## src/inc/spm_pkg.sv

```systemverilog
// Constants shared by the shared pin mux and general-purpose port block
`default_nettype none
package spm_pkg;
    // Data-space bus
    localparam int          BUS_W            = 16;
    localparam int          ADDR_W           = 16;

    // Register offsets in the data space
    localparam logic [15:0] OFF_PIN_SELECT_A = 16'h7090;
    localparam logic [15:0] OFF_PIN_SELECT_B = 16'h7092;
    localparam logic [15:0] OFF_PORT_A       = 16'h7098;
    localparam logic [15:0] OFF_PORT_B       = 16'h709A;
    localparam logic [15:0] OFF_PORT_C       = 16'h709C;

    // Implemented bits of each register; all other bits are reserved
    localparam logic [15:0] MASK_SEL_A       = 16'hFF0F;
    localparam logic [15:0] MASK_SEL_B       = 16'h00FD;
    localparam logic [15:0] MASK_PORT_A      = 16'h0F0F;
    localparam logic [15:0] MASK_PORT_B      = 16'hFFFF;
    localparam logic [15:0] MASK_PORT_C      = 16'hFFFF;

    // Reset values
    localparam logic [15:0] REG_RESET        = 16'h0000;
    localparam logic [15:0] RDATA_RESET      = 16'h0000;
    localparam logic        PIN_OUT_RESET    = 1'b0;
    localparam logic        PIN_OE_N_RESET   = 1'b1;

    // Port widths
    localparam int          PORT_A_W         = 4;
    localparam int          PORT_B_W         = 8;
    localparam int          PORT_C_W         = 8;

    // Field positions
    localparam int          DIR_LSB          = 8;
    localparam int          DATA_LSB         = 0;
    localparam int          SEL_A_PORT_A_LSB = 0;
    localparam int          SEL_A_PORT_B_LSB = 8;
    localparam int          SEL_B_START_BIT  = 0;
    localparam int          SEL_B_FLAG_BIT   = 2;
    localparam int          SEL_B_BRANCH_BIT = 3;
    localparam int          SEL_B_CAP_LSB    = 4;

    // Clock output field of the system control register
    localparam int          CLOCK_OUTPUT_PIN_FIELD_W   = 2;
    localparam logic [1:0]  CLOCK_OUTPUT_PIN_FIELD_IO  = 2'h0;
endpackage
`default_nettype wire

```

## src/hdl/spm_top.sv

```systemverilog
// Shared pin mux select registers and ports A, B and C
//
// Overview of operation
// Select A bits 0-3, 8-15 pick peripheral when set, port A/B pin when clear.
// Select A is 16 bits, read-write, reset to zero; bits 7-4 read zero.
// Select B bit 0 picks converter start; bits 4-7 pick capture inputs when set.
// Select B bits 2, 3 set give port C pins 2, 3; clear give flag, branch.
// Select B is 16 bits, resets zero; bits 15-8 and bit 1 are reserved.
// Direction bit clear makes the pin an input; set makes it a driven output.
// With direction clear, reading the data bit returns the present pin level.
// With direction set, the written data bit is driven onto the pin.
// Port A direction in bits 11-8, data in bits 3-0; the rest reserved.
// Port B direction in bits 15-8, data in bits 7-0, bit n for pin n.
// Port C direction in bits 15-8, data in bits 7-0, bit n for pin n.
// Reset clears all direction and data bits; pins start as inputs.
// Direction and data act only while the general-purpose function is selected.
// Port C pin 1 is shared with clock output by a system control field.
// With peripheral selected, it drives the pin and still sees the pin level.
// Writes to reserved bits are ignored; they read back as zero.
`timescale 1ns/1ps
`default_nettype none
module spm_top
(
    input  wire logic                                sys_clk,
    input  wire logic                                reset_n,
    input  wire logic                                clk_en,
    // Data-space register access
    input  wire logic [spm_pkg::ADDR_W-1:0]          bus_addr,
    input  wire logic                                bus_wr,
    input  wire logic                                bus_rd,
    input  wire logic [spm_pkg::BUS_W-1:0]           bus_wdata,
    output logic      [spm_pkg::BUS_W-1:0]           bus_rdata,
    // Clock output sharing on port C pin 1
    input  wire logic [spm_pkg::CLOCK_OUTPUT_PIN_FIELD_W-1:0]  clock_output_pin_field,
    input  wire logic                                clock_output_src,
    // Port A
    input  wire logic [spm_pkg::PORT_A_W-1:0]        pa_pin_in,
    output logic      [spm_pkg::PORT_A_W-1:0]        pa_pin_out,
    output logic      [spm_pkg::PORT_A_W-1:0]        pa_pin_oe_n,
    input  wire logic [spm_pkg::PORT_A_W-1:0]        pa_periph_out,
    input  wire logic [spm_pkg::PORT_A_W-1:0]        pa_periph_oe,
    output logic      [spm_pkg::PORT_A_W-1:0]        pa_periph_in,
    // Port B
    input  wire logic [spm_pkg::PORT_B_W-1:0]        pb_pin_in,
    output logic      [spm_pkg::PORT_B_W-1:0]        pb_pin_out,
    output logic      [spm_pkg::PORT_B_W-1:0]        pb_pin_oe_n,
    input  wire logic [spm_pkg::PORT_B_W-1:0]        pb_periph_out,
    input  wire logic [spm_pkg::PORT_B_W-1:0]        pb_periph_oe,
    output logic      [spm_pkg::PORT_B_W-1:0]        pb_periph_in,
    // Port C
    input  wire logic [spm_pkg::PORT_C_W-1:0]        pc_pin_in,
    output logic      [spm_pkg::PORT_C_W-1:0]        pc_pin_out,
    output logic      [spm_pkg::PORT_C_W-1:0]        pc_pin_oe_n,
    input  wire logic [spm_pkg::PORT_C_W-1:0]        pc_periph_out,
    input  wire logic [spm_pkg::PORT_C_W-1:0]        pc_periph_oe,
    output logic      [spm_pkg::PORT_C_W-1:0]        pc_periph_in
);
    import spm_pkg::*;

    // ========================================
    // Helpers

    // Address match for one register
    function automatic logic addr_hit(input logic [ADDR_W-1:0] addr, input logic [ADDR_W-1:0] off);
        addr_hit = (addr == off);
    endfunction

    // Readback: driven pins return the data bit, input pins the pin level
    function automatic logic [7:0] pin_view(input logic [7:0] dir, input logic [7:0] dat, input logic [7:0] pin);
        pin_view = (dir & dat) | (~dir & pin);
    endfunction

    // ========================================
    // Registers and decode
    logic [BUS_W-1:0] pin_select_a;
    logic [BUS_W-1:0] pin_select_b;
    logic [BUS_W-1:0] port_a_data_direction;
    logic [BUS_W-1:0] port_b_data_direction;
    logic [BUS_W-1:0] port_c_data_direction;
    logic [BUS_W-1:0] next_bus_rdata;

    wire hit_sel_a = addr_hit(bus_addr, OFF_PIN_SELECT_A);
    wire hit_sel_b = addr_hit(bus_addr, OFF_PIN_SELECT_B);
    wire hit_a     = addr_hit(bus_addr, OFF_PORT_A);
    wire hit_b     = addr_hit(bus_addr, OFF_PORT_B);
    wire hit_c     = addr_hit(bus_addr, OFF_PORT_C);
    wire wr_go     = clk_en & bus_wr;
    wire rd_go     = clk_en & bus_rd;

    // Field views
    wire [PORT_A_W-1:0] port_a_dir_bit   = port_a_data_direction[DIR_LSB +: PORT_A_W];
    wire [PORT_A_W-1:0] port_a_data_bits = port_a_data_direction[DATA_LSB +: PORT_A_W];
    wire [PORT_B_W-1:0] port_b_dir_bit   = port_b_data_direction[DIR_LSB +: PORT_B_W];
    wire [PORT_B_W-1:0] port_b_data_bits = port_b_data_direction[DATA_LSB +: PORT_B_W];
    wire [PORT_C_W-1:0] port_c_dir_bit   = port_c_data_direction[DIR_LSB +: PORT_C_W];
    wire [PORT_C_W-1:0] port_c_data_bits = port_c_data_direction[DATA_LSB +: PORT_C_W];

    // Peripheral select per pin; port C has mixed sense and the clock output
    wire [PORT_A_W-1:0] select_bit_a_pa = pin_select_a[SEL_A_PORT_A_LSB +: PORT_A_W];
    wire [PORT_B_W-1:0] select_bit_a_pb = pin_select_a[SEL_A_PORT_B_LSB +: PORT_B_W];
    wire                clock_output_pin_on       = (clock_output_pin_field != CLOCK_OUTPUT_PIN_FIELD_IO);
    wire [PORT_C_W-1:0] select_bit_b_pc =
        {pin_select_b[SEL_B_CAP_LSB +: PORT_C_W - SEL_B_CAP_LSB],
         ~pin_select_b[SEL_B_BRANCH_BIT],
         ~pin_select_b[SEL_B_FLAG_BIT],
         clock_output_pin_on,
         pin_select_b[SEL_B_START_BIT]};

    // Clock output replaces the peripheral source on port C pin 1
    wire [PORT_C_W-1:0] pc_src_out = {pc_periph_out[PORT_C_W-1:2], clock_output_src, pc_periph_out[0]};
    wire [PORT_C_W-1:0] pc_src_oe  = {pc_periph_oe[PORT_C_W-1:2], 1'b1, pc_periph_oe[0]};

    // Readback images with reserved bits forced to zero
    wire [7:0] view_a = pin_view({{(8-PORT_A_W){1'b0}}, port_a_dir_bit},
                                 {{(8-PORT_A_W){1'b0}}, port_a_data_bits},
                                 {{(8-PORT_A_W){1'b0}}, pa_pin_in});
    wire [7:0] view_b = pin_view(port_b_dir_bit, port_b_data_bits, pb_pin_in);
    wire [7:0] view_c = pin_view(port_c_dir_bit, port_c_data_bits, pc_pin_in);

    // Read data selection; unmapped addresses read zero
    assign next_bus_rdata =
        hit_sel_a ? (pin_select_a & MASK_SEL_A) :
        hit_sel_b ? (pin_select_b & MASK_SEL_B) :
        hit_a     ? ({port_a_data_direction[15:8], view_a} & MASK_PORT_A) :
        hit_b     ? ({port_b_data_direction[15:8], view_b} & MASK_PORT_B) :
        hit_c     ? ({port_c_data_direction[15:8], view_c} & MASK_PORT_C) :
                    RDATA_RESET;

    // ========================================
    // Select registers; reserved bits never store
    always_ff @(posedge sys_clk)
    begin
        if (!reset_n)
        begin
            pin_select_a <= REG_RESET;
            pin_select_b <= REG_RESET;
        end
        else
        begin
            if (wr_go && hit_sel_a)
                pin_select_a <= bus_wdata & MASK_SEL_A;
            if (wr_go && hit_sel_b)
                pin_select_b <= bus_wdata & MASK_SEL_B;
        end
    end

    // ========================================
    // Port data-and-direction registers
    always_ff @(posedge sys_clk)
    begin
        if (!reset_n)
        begin
            port_a_data_direction <= REG_RESET;
            port_b_data_direction <= REG_RESET;
            port_c_data_direction <= REG_RESET;
        end
        else
        begin
            if (wr_go && hit_a)
                port_a_data_direction <= bus_wdata & MASK_PORT_A;
            if (wr_go && hit_b)
                port_b_data_direction <= bus_wdata & MASK_PORT_B;
            if (wr_go && hit_c)
                port_c_data_direction <= bus_wdata & MASK_PORT_C;
        end
    end

    // ========================================
    // Registered read data, held until the next read
    always_ff @(posedge sys_clk)
    begin
        if (!reset_n)
            bus_rdata <= RDATA_RESET;
        else if (rd_go)
            bus_rdata <= next_bus_rdata;
    end

    // ========================================
    // Pin banks
    spm_pin_bank #(.WIDTH(PORT_A_W)) u_bank_a
    (
        .sys_clk    (sys_clk),
        .reset_n    (reset_n),
        .clk_en     (clk_en),
        .periph_sel (select_bit_a_pa),
        .dir        (port_a_dir_bit),
        .dat        (port_a_data_bits),
        .periph_out (pa_periph_out),
        .periph_oe  (pa_periph_oe),
        .pin_in     (pa_pin_in),
        .pin_out    (pa_pin_out),
        .pin_oe_n   (pa_pin_oe_n),
        .periph_in  (pa_periph_in)
    );

    spm_pin_bank #(.WIDTH(PORT_B_W)) u_bank_b
    (
        .sys_clk    (sys_clk),
        .reset_n    (reset_n),
        .clk_en     (clk_en),
        .periph_sel (select_bit_a_pb),
        .dir        (port_b_dir_bit),
        .dat        (port_b_data_bits),
        .periph_out (pb_periph_out),
        .periph_oe  (pb_periph_oe),
        .pin_in     (pb_pin_in),
        .pin_out    (pb_pin_out),
        .pin_oe_n   (pb_pin_oe_n),
        .periph_in  (pb_periph_in)
    );

    spm_pin_bank #(.WIDTH(PORT_C_W)) u_bank_c
    (
        .sys_clk    (sys_clk),
        .reset_n    (reset_n),
        .clk_en     (clk_en),
        .periph_sel (select_bit_b_pc),
        .dir        (port_c_dir_bit),
        .dat        (port_c_data_bits),
        .periph_out (pc_src_out),
        .periph_oe  (pc_src_oe),
        .pin_in     (pc_pin_in),
        .pin_out    (pc_pin_out),
        .pin_oe_n   (pc_pin_oe_n),
        .periph_in  (pc_periph_in)
    );
endmodule
`default_nettype wire

```

## src/hdl/spm_pin_bank.sv

```systemverilog
// Bank of shared pin cells: peripheral or general-purpose drive per pin
`timescale 1ns/1ps
`default_nettype none
module spm_pin_bank
#(
    parameter int WIDTH = 8
)
(
    input  wire logic             sys_clk,
    input  wire logic             reset_n,
    input  wire logic             clk_en,
    input  wire logic [WIDTH-1:0] periph_sel,
    input  wire logic [WIDTH-1:0] dir,
    input  wire logic [WIDTH-1:0] dat,
    input  wire logic [WIDTH-1:0] periph_out,
    input  wire logic [WIDTH-1:0] periph_oe,
    input  wire logic [WIDTH-1:0] pin_in,
    output logic      [WIDTH-1:0] pin_out,
    output logic      [WIDTH-1:0] pin_oe_n,
    output logic      [WIDTH-1:0] periph_in
);
    import spm_pkg::*;

    logic [WIDTH-1:0] next_pin_out;
    logic [WIDTH-1:0] next_pin_oe_n;

    // ========================================
    // Per-pin source selection
    genvar i;
    generate
        for (i = 0; i < WIDTH; i++)
        begin : g_cell
            // Port bits act only while the general-purpose function is chosen
            assign next_pin_out[i]  = periph_sel[i] ? periph_out[i] : dat[i];
            assign next_pin_oe_n[i] = periph_sel[i] ? ~periph_oe[i] : ~dir[i];
        end
    endgenerate

    // ========================================
    // Registered pin drive; pin level always reaches the peripheral
    always_ff @(posedge sys_clk)
    begin
        if (!reset_n)
        begin
            pin_out   <= {WIDTH{PIN_OUT_RESET}};
            pin_oe_n  <= {WIDTH{PIN_OE_N_RESET}};
            periph_in <= {WIDTH{PIN_OUT_RESET}};
        end
        else if (clk_en)
        begin
            pin_out   <= next_pin_out;
            pin_oe_n  <= next_pin_oe_n;
            periph_in <= pin_in;
        end
    end
endmodule
`default_nettype wire

```

## config.mk

```make
export PLATFORM = sky130hd
export DESIGN_NAME = spm_top
export DESIGN_NICKNAME = d
export VERILOG_FILES = /design/src/inc/spm_pkg.sv /design/src/hdl/spm_top.sv /design/src/hdl/spm_pin_bank.sv
export SDC_FILE = /design/constraint.sdc
export NUM_CORES = 1
export LEC_CHECK = 0
export ABC_CLOCK_PERIOD_IN_PS = 2050
export BUFFER_PORTS_ARGS = -buffer_cell sky130_fd_sc_hd__buf_2
export CAP_MARGIN = 0
export CORE_MARGIN = 2
export CORE_UTILIZATION = 52
export DETAILED_ROUTE_END_ITERATION = 7
export PLACE_DENSITY = 0.9
export REMOVE_ABC_BUFFERS = 1
export SLEW_MARGIN = 10
export SYNTH_ARGS = -nofsm -noshare
export SYNTH_HDL_FRONTEND = slang
export SYNTH_SLANG_ARGS = --single-unit
```

## constraint.sdc

```tcl
create_clock -name sys_clk -period 2.05 [get_ports sys_clk]
set_input_delay 0.1025 -clock sys_clk [delete_from_list [all_inputs] [get_ports sys_clk]]
set_output_delay 0.1025 -clock sys_clk [all_outputs]
set_load 0.01 [all_outputs]
```

==> results.txt <==
The synthesis-stage register bit count came out at 135. The post-synthesis async set-or-reset flop share is 0. In this run the remaining antenna-violating nets after routing total 0.

Across all register-to-register paths, the minimum setup slack is 0.70 ns. In this run the tightest slew margin relative to its limit is 0.6454. The overall die area is 0.01283 mm2.

The startpoint identified for the worst hold timing path is pb_periph_out[2]. The transition time at the pin with the least slew margin is 0.5252 ns. The critical path is of the reg -> reg type.

The number of enable-type register cells in the synthesized netlist is 0. Of the available clock period, the critical path in the final layout requires 0.6586. Of the total power, combinational logic draws 0.088.

The net switching power figure is 1.389 mW. After detailed routing, the number of remaining DRC violations is 0. In the post-route analysis, the smallest setup slack over all paths is 0.6999 ns. The power share of the clock group came out at 0.464. The number of cell instances on the worst register-to-register path is 4. Pin placement for this block handled 176 I/O pins. The max-slew violation count came out at 0.

The sequential-to-total area share from yosys stat is 0.4351. The setup clock skew after layout is 0.007292 ns. The sum of negative setup slack is 0 ns. The clock period minus worst slack is 1.350 ns. The number of clock sinks seen by CTS came out at 135.

Yosys attributes the largest share of cell area to dfxtp_1 (44%), mux2i_1 (14%), nand2_1 (7.0%), nor2b_1 (6.3%), mux2_2 (6.2%). The number of standard cells after synthesis is 653. The pre-antenna-repair detailed-routing pass consisted of 5 iterations.

The internal portion of the total power is 4.661 mW. The peak supply drop is 635.2 uV. Relative to the synthesized area, the layout overhead comes to 30.38%. The synthesized area per cell came out at 9.511 um2.

The insertion delay to the later sink of the worst-skew pair came out at 0.42 ns. The floorplan has 39 rows. The clock tree synthesis step divided the H-tree into 4 levels. The detailed placement HPWL is 11,610 um.

The post-synthesis share of cell area spent on full adders, half adders and majority gates is 0. The post-synthesis share of cell area spent on and, or, nand and nor gates came out at 0.1743. After the first detailed-routing iteration, the DRC count stood at 328. The post-layout utilization of the core came out at 0.7032.

In this run the worst path has a maximum fanout of 4. Summing every instance area after synthesis gives 0.006211 mm2. The via count of the routed design is 5,689. The routed design has 18,260 um of wire. The count of endpoints failing setup in the final report came out at 0. The share of total power dissipated in sequential elements is 0.448. The floorplan step set the die height to 113.3 um. The startpoint identified for the worst register-to-register timing path is port_c_data_direction[13]$_SDFFE_PN0P_.

The maximum clock frequency came out at 740.7 MHz. The worst setup path is captured at a flop. The switching share of power came out at 0.2296.

The pin count of the biggest net entering global routing is 91. The die outline width is 113.3 um. The buffer levels on the longest clock path came out at 2. The cell depth of the worst hold path is 4.

Gates resized during post-CTS repair numbered 0. The xor-xnor portion of the synthesized cell area is 0. Measured against the total synthesized area, the mux share comes to 0.2051. The worst setup slack after placement is 0.3477 ns. The number of buffer cells added on primary ports came out at 173. The initial antenna violation count came out at 0. The wire length of the first global-routing pass is 28,430 um.

The total of max-cap violations is 0. The run finished with clean final reports. TritonCTS built the clock tree. Using the TritonRoute via totals, the vias-per-cell ratio works out to 5.644. The count of inserted antenna diode cells is 0.

In this run the power density over the cells is 747.2 mW/mm2. Synthesis instantiated 43 different standard cells from the library. The final count of hold timing violations is 0. The number of warnings reported in the yosys synthesis log is 0. After clock tree synthesis, the setup repair step added 0 buffers. The total overflow left after global routing is 0.

Once layout is complete, the cells apart from fillers number 1,008. The initial core utilization came out at 0.5393. Setup repair after global routing left no endpoint under its margin. The core region is 0.01152 mm2. For the worst setup path, the data arrival time is 1.66 ns. The last weighted congestion value of the routability-driven placer is 0.8036. The number of nets in the layout is 954. After synthesis, the most frequently instantiated cells are dfxtp_1 (135), nand2_1 (116), mux2i_1 (89), nor2b_1 (63), o21ai_0 (45). The most common cell in the netlist is dfxtp_1.

The clock transition at the registers of the reported paths came out at 0.06 ns. The class of the tightest hold or removal check is in -> reg. The fraction of layout instances using a drive strength above 1 came out at 0.3006. The biggest area contributor in the post-synthesis netlist is dfxtp_1.

In the final routed layout, each cell accounts on average for 18.11 um. For the worst setup path, the data required time is 2.36 ns. The endpoint of the lowest-slack register-to-register path is bus_rdata[5]$_SDFFE_PN0P_. Of the post-synthesis cell area, the dominant cell type holds 0.4351. The via count of the first global-routing pass came out at 5,716.

By area, the combinational part of the netlist is dominated by multiplexers. The root buffer cell chosen for the clock tree is clkbuf_16. The static leakage came out at 3.477 nW. The CTS buffer count is 17. After filler insertion, the fill cell instance count of the layout stands at 848. The most used flip-flop cell after synthesis is dfxtp_1. For hold timing, the worst endpoint is u_bank_b.pin_out[2]$_SDFFE_PN0P_. The area fraction in compound gates after synthesis is 0.1440.

Including well taps, the total number of placed cells is 941. For this run, the total global-route usage over all layers was measured as 0.2858. STA classifies the critical path startpoint as a flop.
[layout by cell type (no fill, tap or decap), types with 17 or more instances in the layout]
| cell | synthesis | layout |
|---|---|---|
| dfxtp_1 | 135 | 135 |
| dlygate4sd3_1 | 0 | 37 |
| nor2b_1 | 63 | 63 |
| buf_2 | 9 | 171 |
| o211a_1 | 20 | 20 |
| buf_4 | 2 | 20 |
| nand2_1 | 116 | 116 |
| clkbuf_16 | 0 | 17 |
| o21ai_0 | 45 | 45 |
| mux2i_1 | 89 | 89 |
| mux2_2 | 34 | 34 |
[stage by stage]
| stage | hold WS, ns | instance area [um2] | total power, mW |
|---|---|---|---|
| floorplan | 0.1644 | 5964 | 2.934 |
| global placement | 0.3714 | 7189 | 3.216 |
| detailed placement | 0.3801 | 7189 | 3.228 |
| CTS | 0.006127 | 8098 | 6.056 |
| global route | 0.03121 | 8098 | 6.251 |
| finish | 0.01953 | 8098 | 6.050 |
[worst max path at each step]
stage                                             end  slack, ns  cells past startpoint                                    from
6_report                    bus_rdata[5]$_SDFFE_PN0P_       0.70                      4  port_c_data_direction[13]$_SDFFE_PN0P_
5_1_grt                     bus_rdata[5]$_SDFFE_PN0P_       0.67                      4  port_c_data_direction[13]$_SDFFE_PN0P_
4_1_cts                     bus_rdata[5]$_SDFFE_PN0P_       0.72                      4  port_c_data_direction[13]$_SDFFE_PN0P_
3_5_place_dp    port_b_data_direction[1]$_SDFFE_PN0P_       0.35                      7                             bus_addr[2]
3_3_place_gp   port_b_data_direction[15]$_SDFFE_PN0P_       0.44                      7                             bus_addr[0]
2_1_floorplan            pin_select_a[0]$_SDFFE_PN0P_       0.26                      5                             bus_addr[0]
[cell families (layout without fill, tap and decap cells)]
family,count (synthesis),in the layout
mux,123,123
compound gates,132,132
simple gates,212,212
flops,135,135
buf+inv,51,263
[repair_timing]
| item | CTS | global route |
|---|---|---|
| setup endpoints to repair | 0 | 0 |
| hold buffers | 37 | 0 |
| hold endpoints to repair | 62 | 0 |
[flip-flops by register name (all words and copies together), names as in the netlist]
register and flops:
u_bank_a.pin_out 4, port_a_data_direction 8, u_bank_c.periph_in 8, u_bank_b.pin_oe_n 8, u_bank_c.pin_oe_n 8, u_bank_a.pin_oe_n 4
u_bank_a.periph_in 4, u_bank_b.pin_out 8, bus_rdata 16, u_bank_c.pin_out 8, pin_select_a 12, u_bank_b.periph_in 8
port_b_data_direction 16, pin_select_b 7, port_c_data_direction 16
[power groups by stage]
stage                     Sequential (mW)  Clock [mW]  Combinational [mW]
after detailed placement             2.76           0               0.467
after global placement               2.76           0               0.458
after floorplan                      2.79           0               0.146
final                                2.71        2.81               0.534
after CTS                            2.71        2.82               0.525
after global routing                 2.71        2.96               0.576
[cell type report]
class / instances / area (um2) / area share
Tap cell: 143 / 178.9 / 0.02210
Timing Repair Buffer: 230 / 1416 / 0.1749
Inverter: 3 / 11.26 / 0.001391
Clock inverter: 3 / 15.01 / 0.001854
Sequential cell: 135 / 2703 / 0.3337
Clock buffer: 27 / 523.0 / 0.06459
Multi-Input combinational cell: 467 / 3251 / 0.4014
[critical path, stage by stage (launching register included)]
cell and delay, ns:
dfxtp_1 0.42, mux2_2 0.37, a22oi_1 0.16, o211ai_1 0.12, and3_1 0.18
[metal layers]
layer	wire [um]	share of wire	GRT usage	up-vias
li1	-	-	-	2692
met1	7146	0.39	0.3223	2706
met2	9251	0.51	0.4978	246
met3	1268	0.069	0.07927	45
met4	589	0.032	0.1382	0
met5	0	0	0	-
No activity file was read; power rests on OpenSTA's default activity.
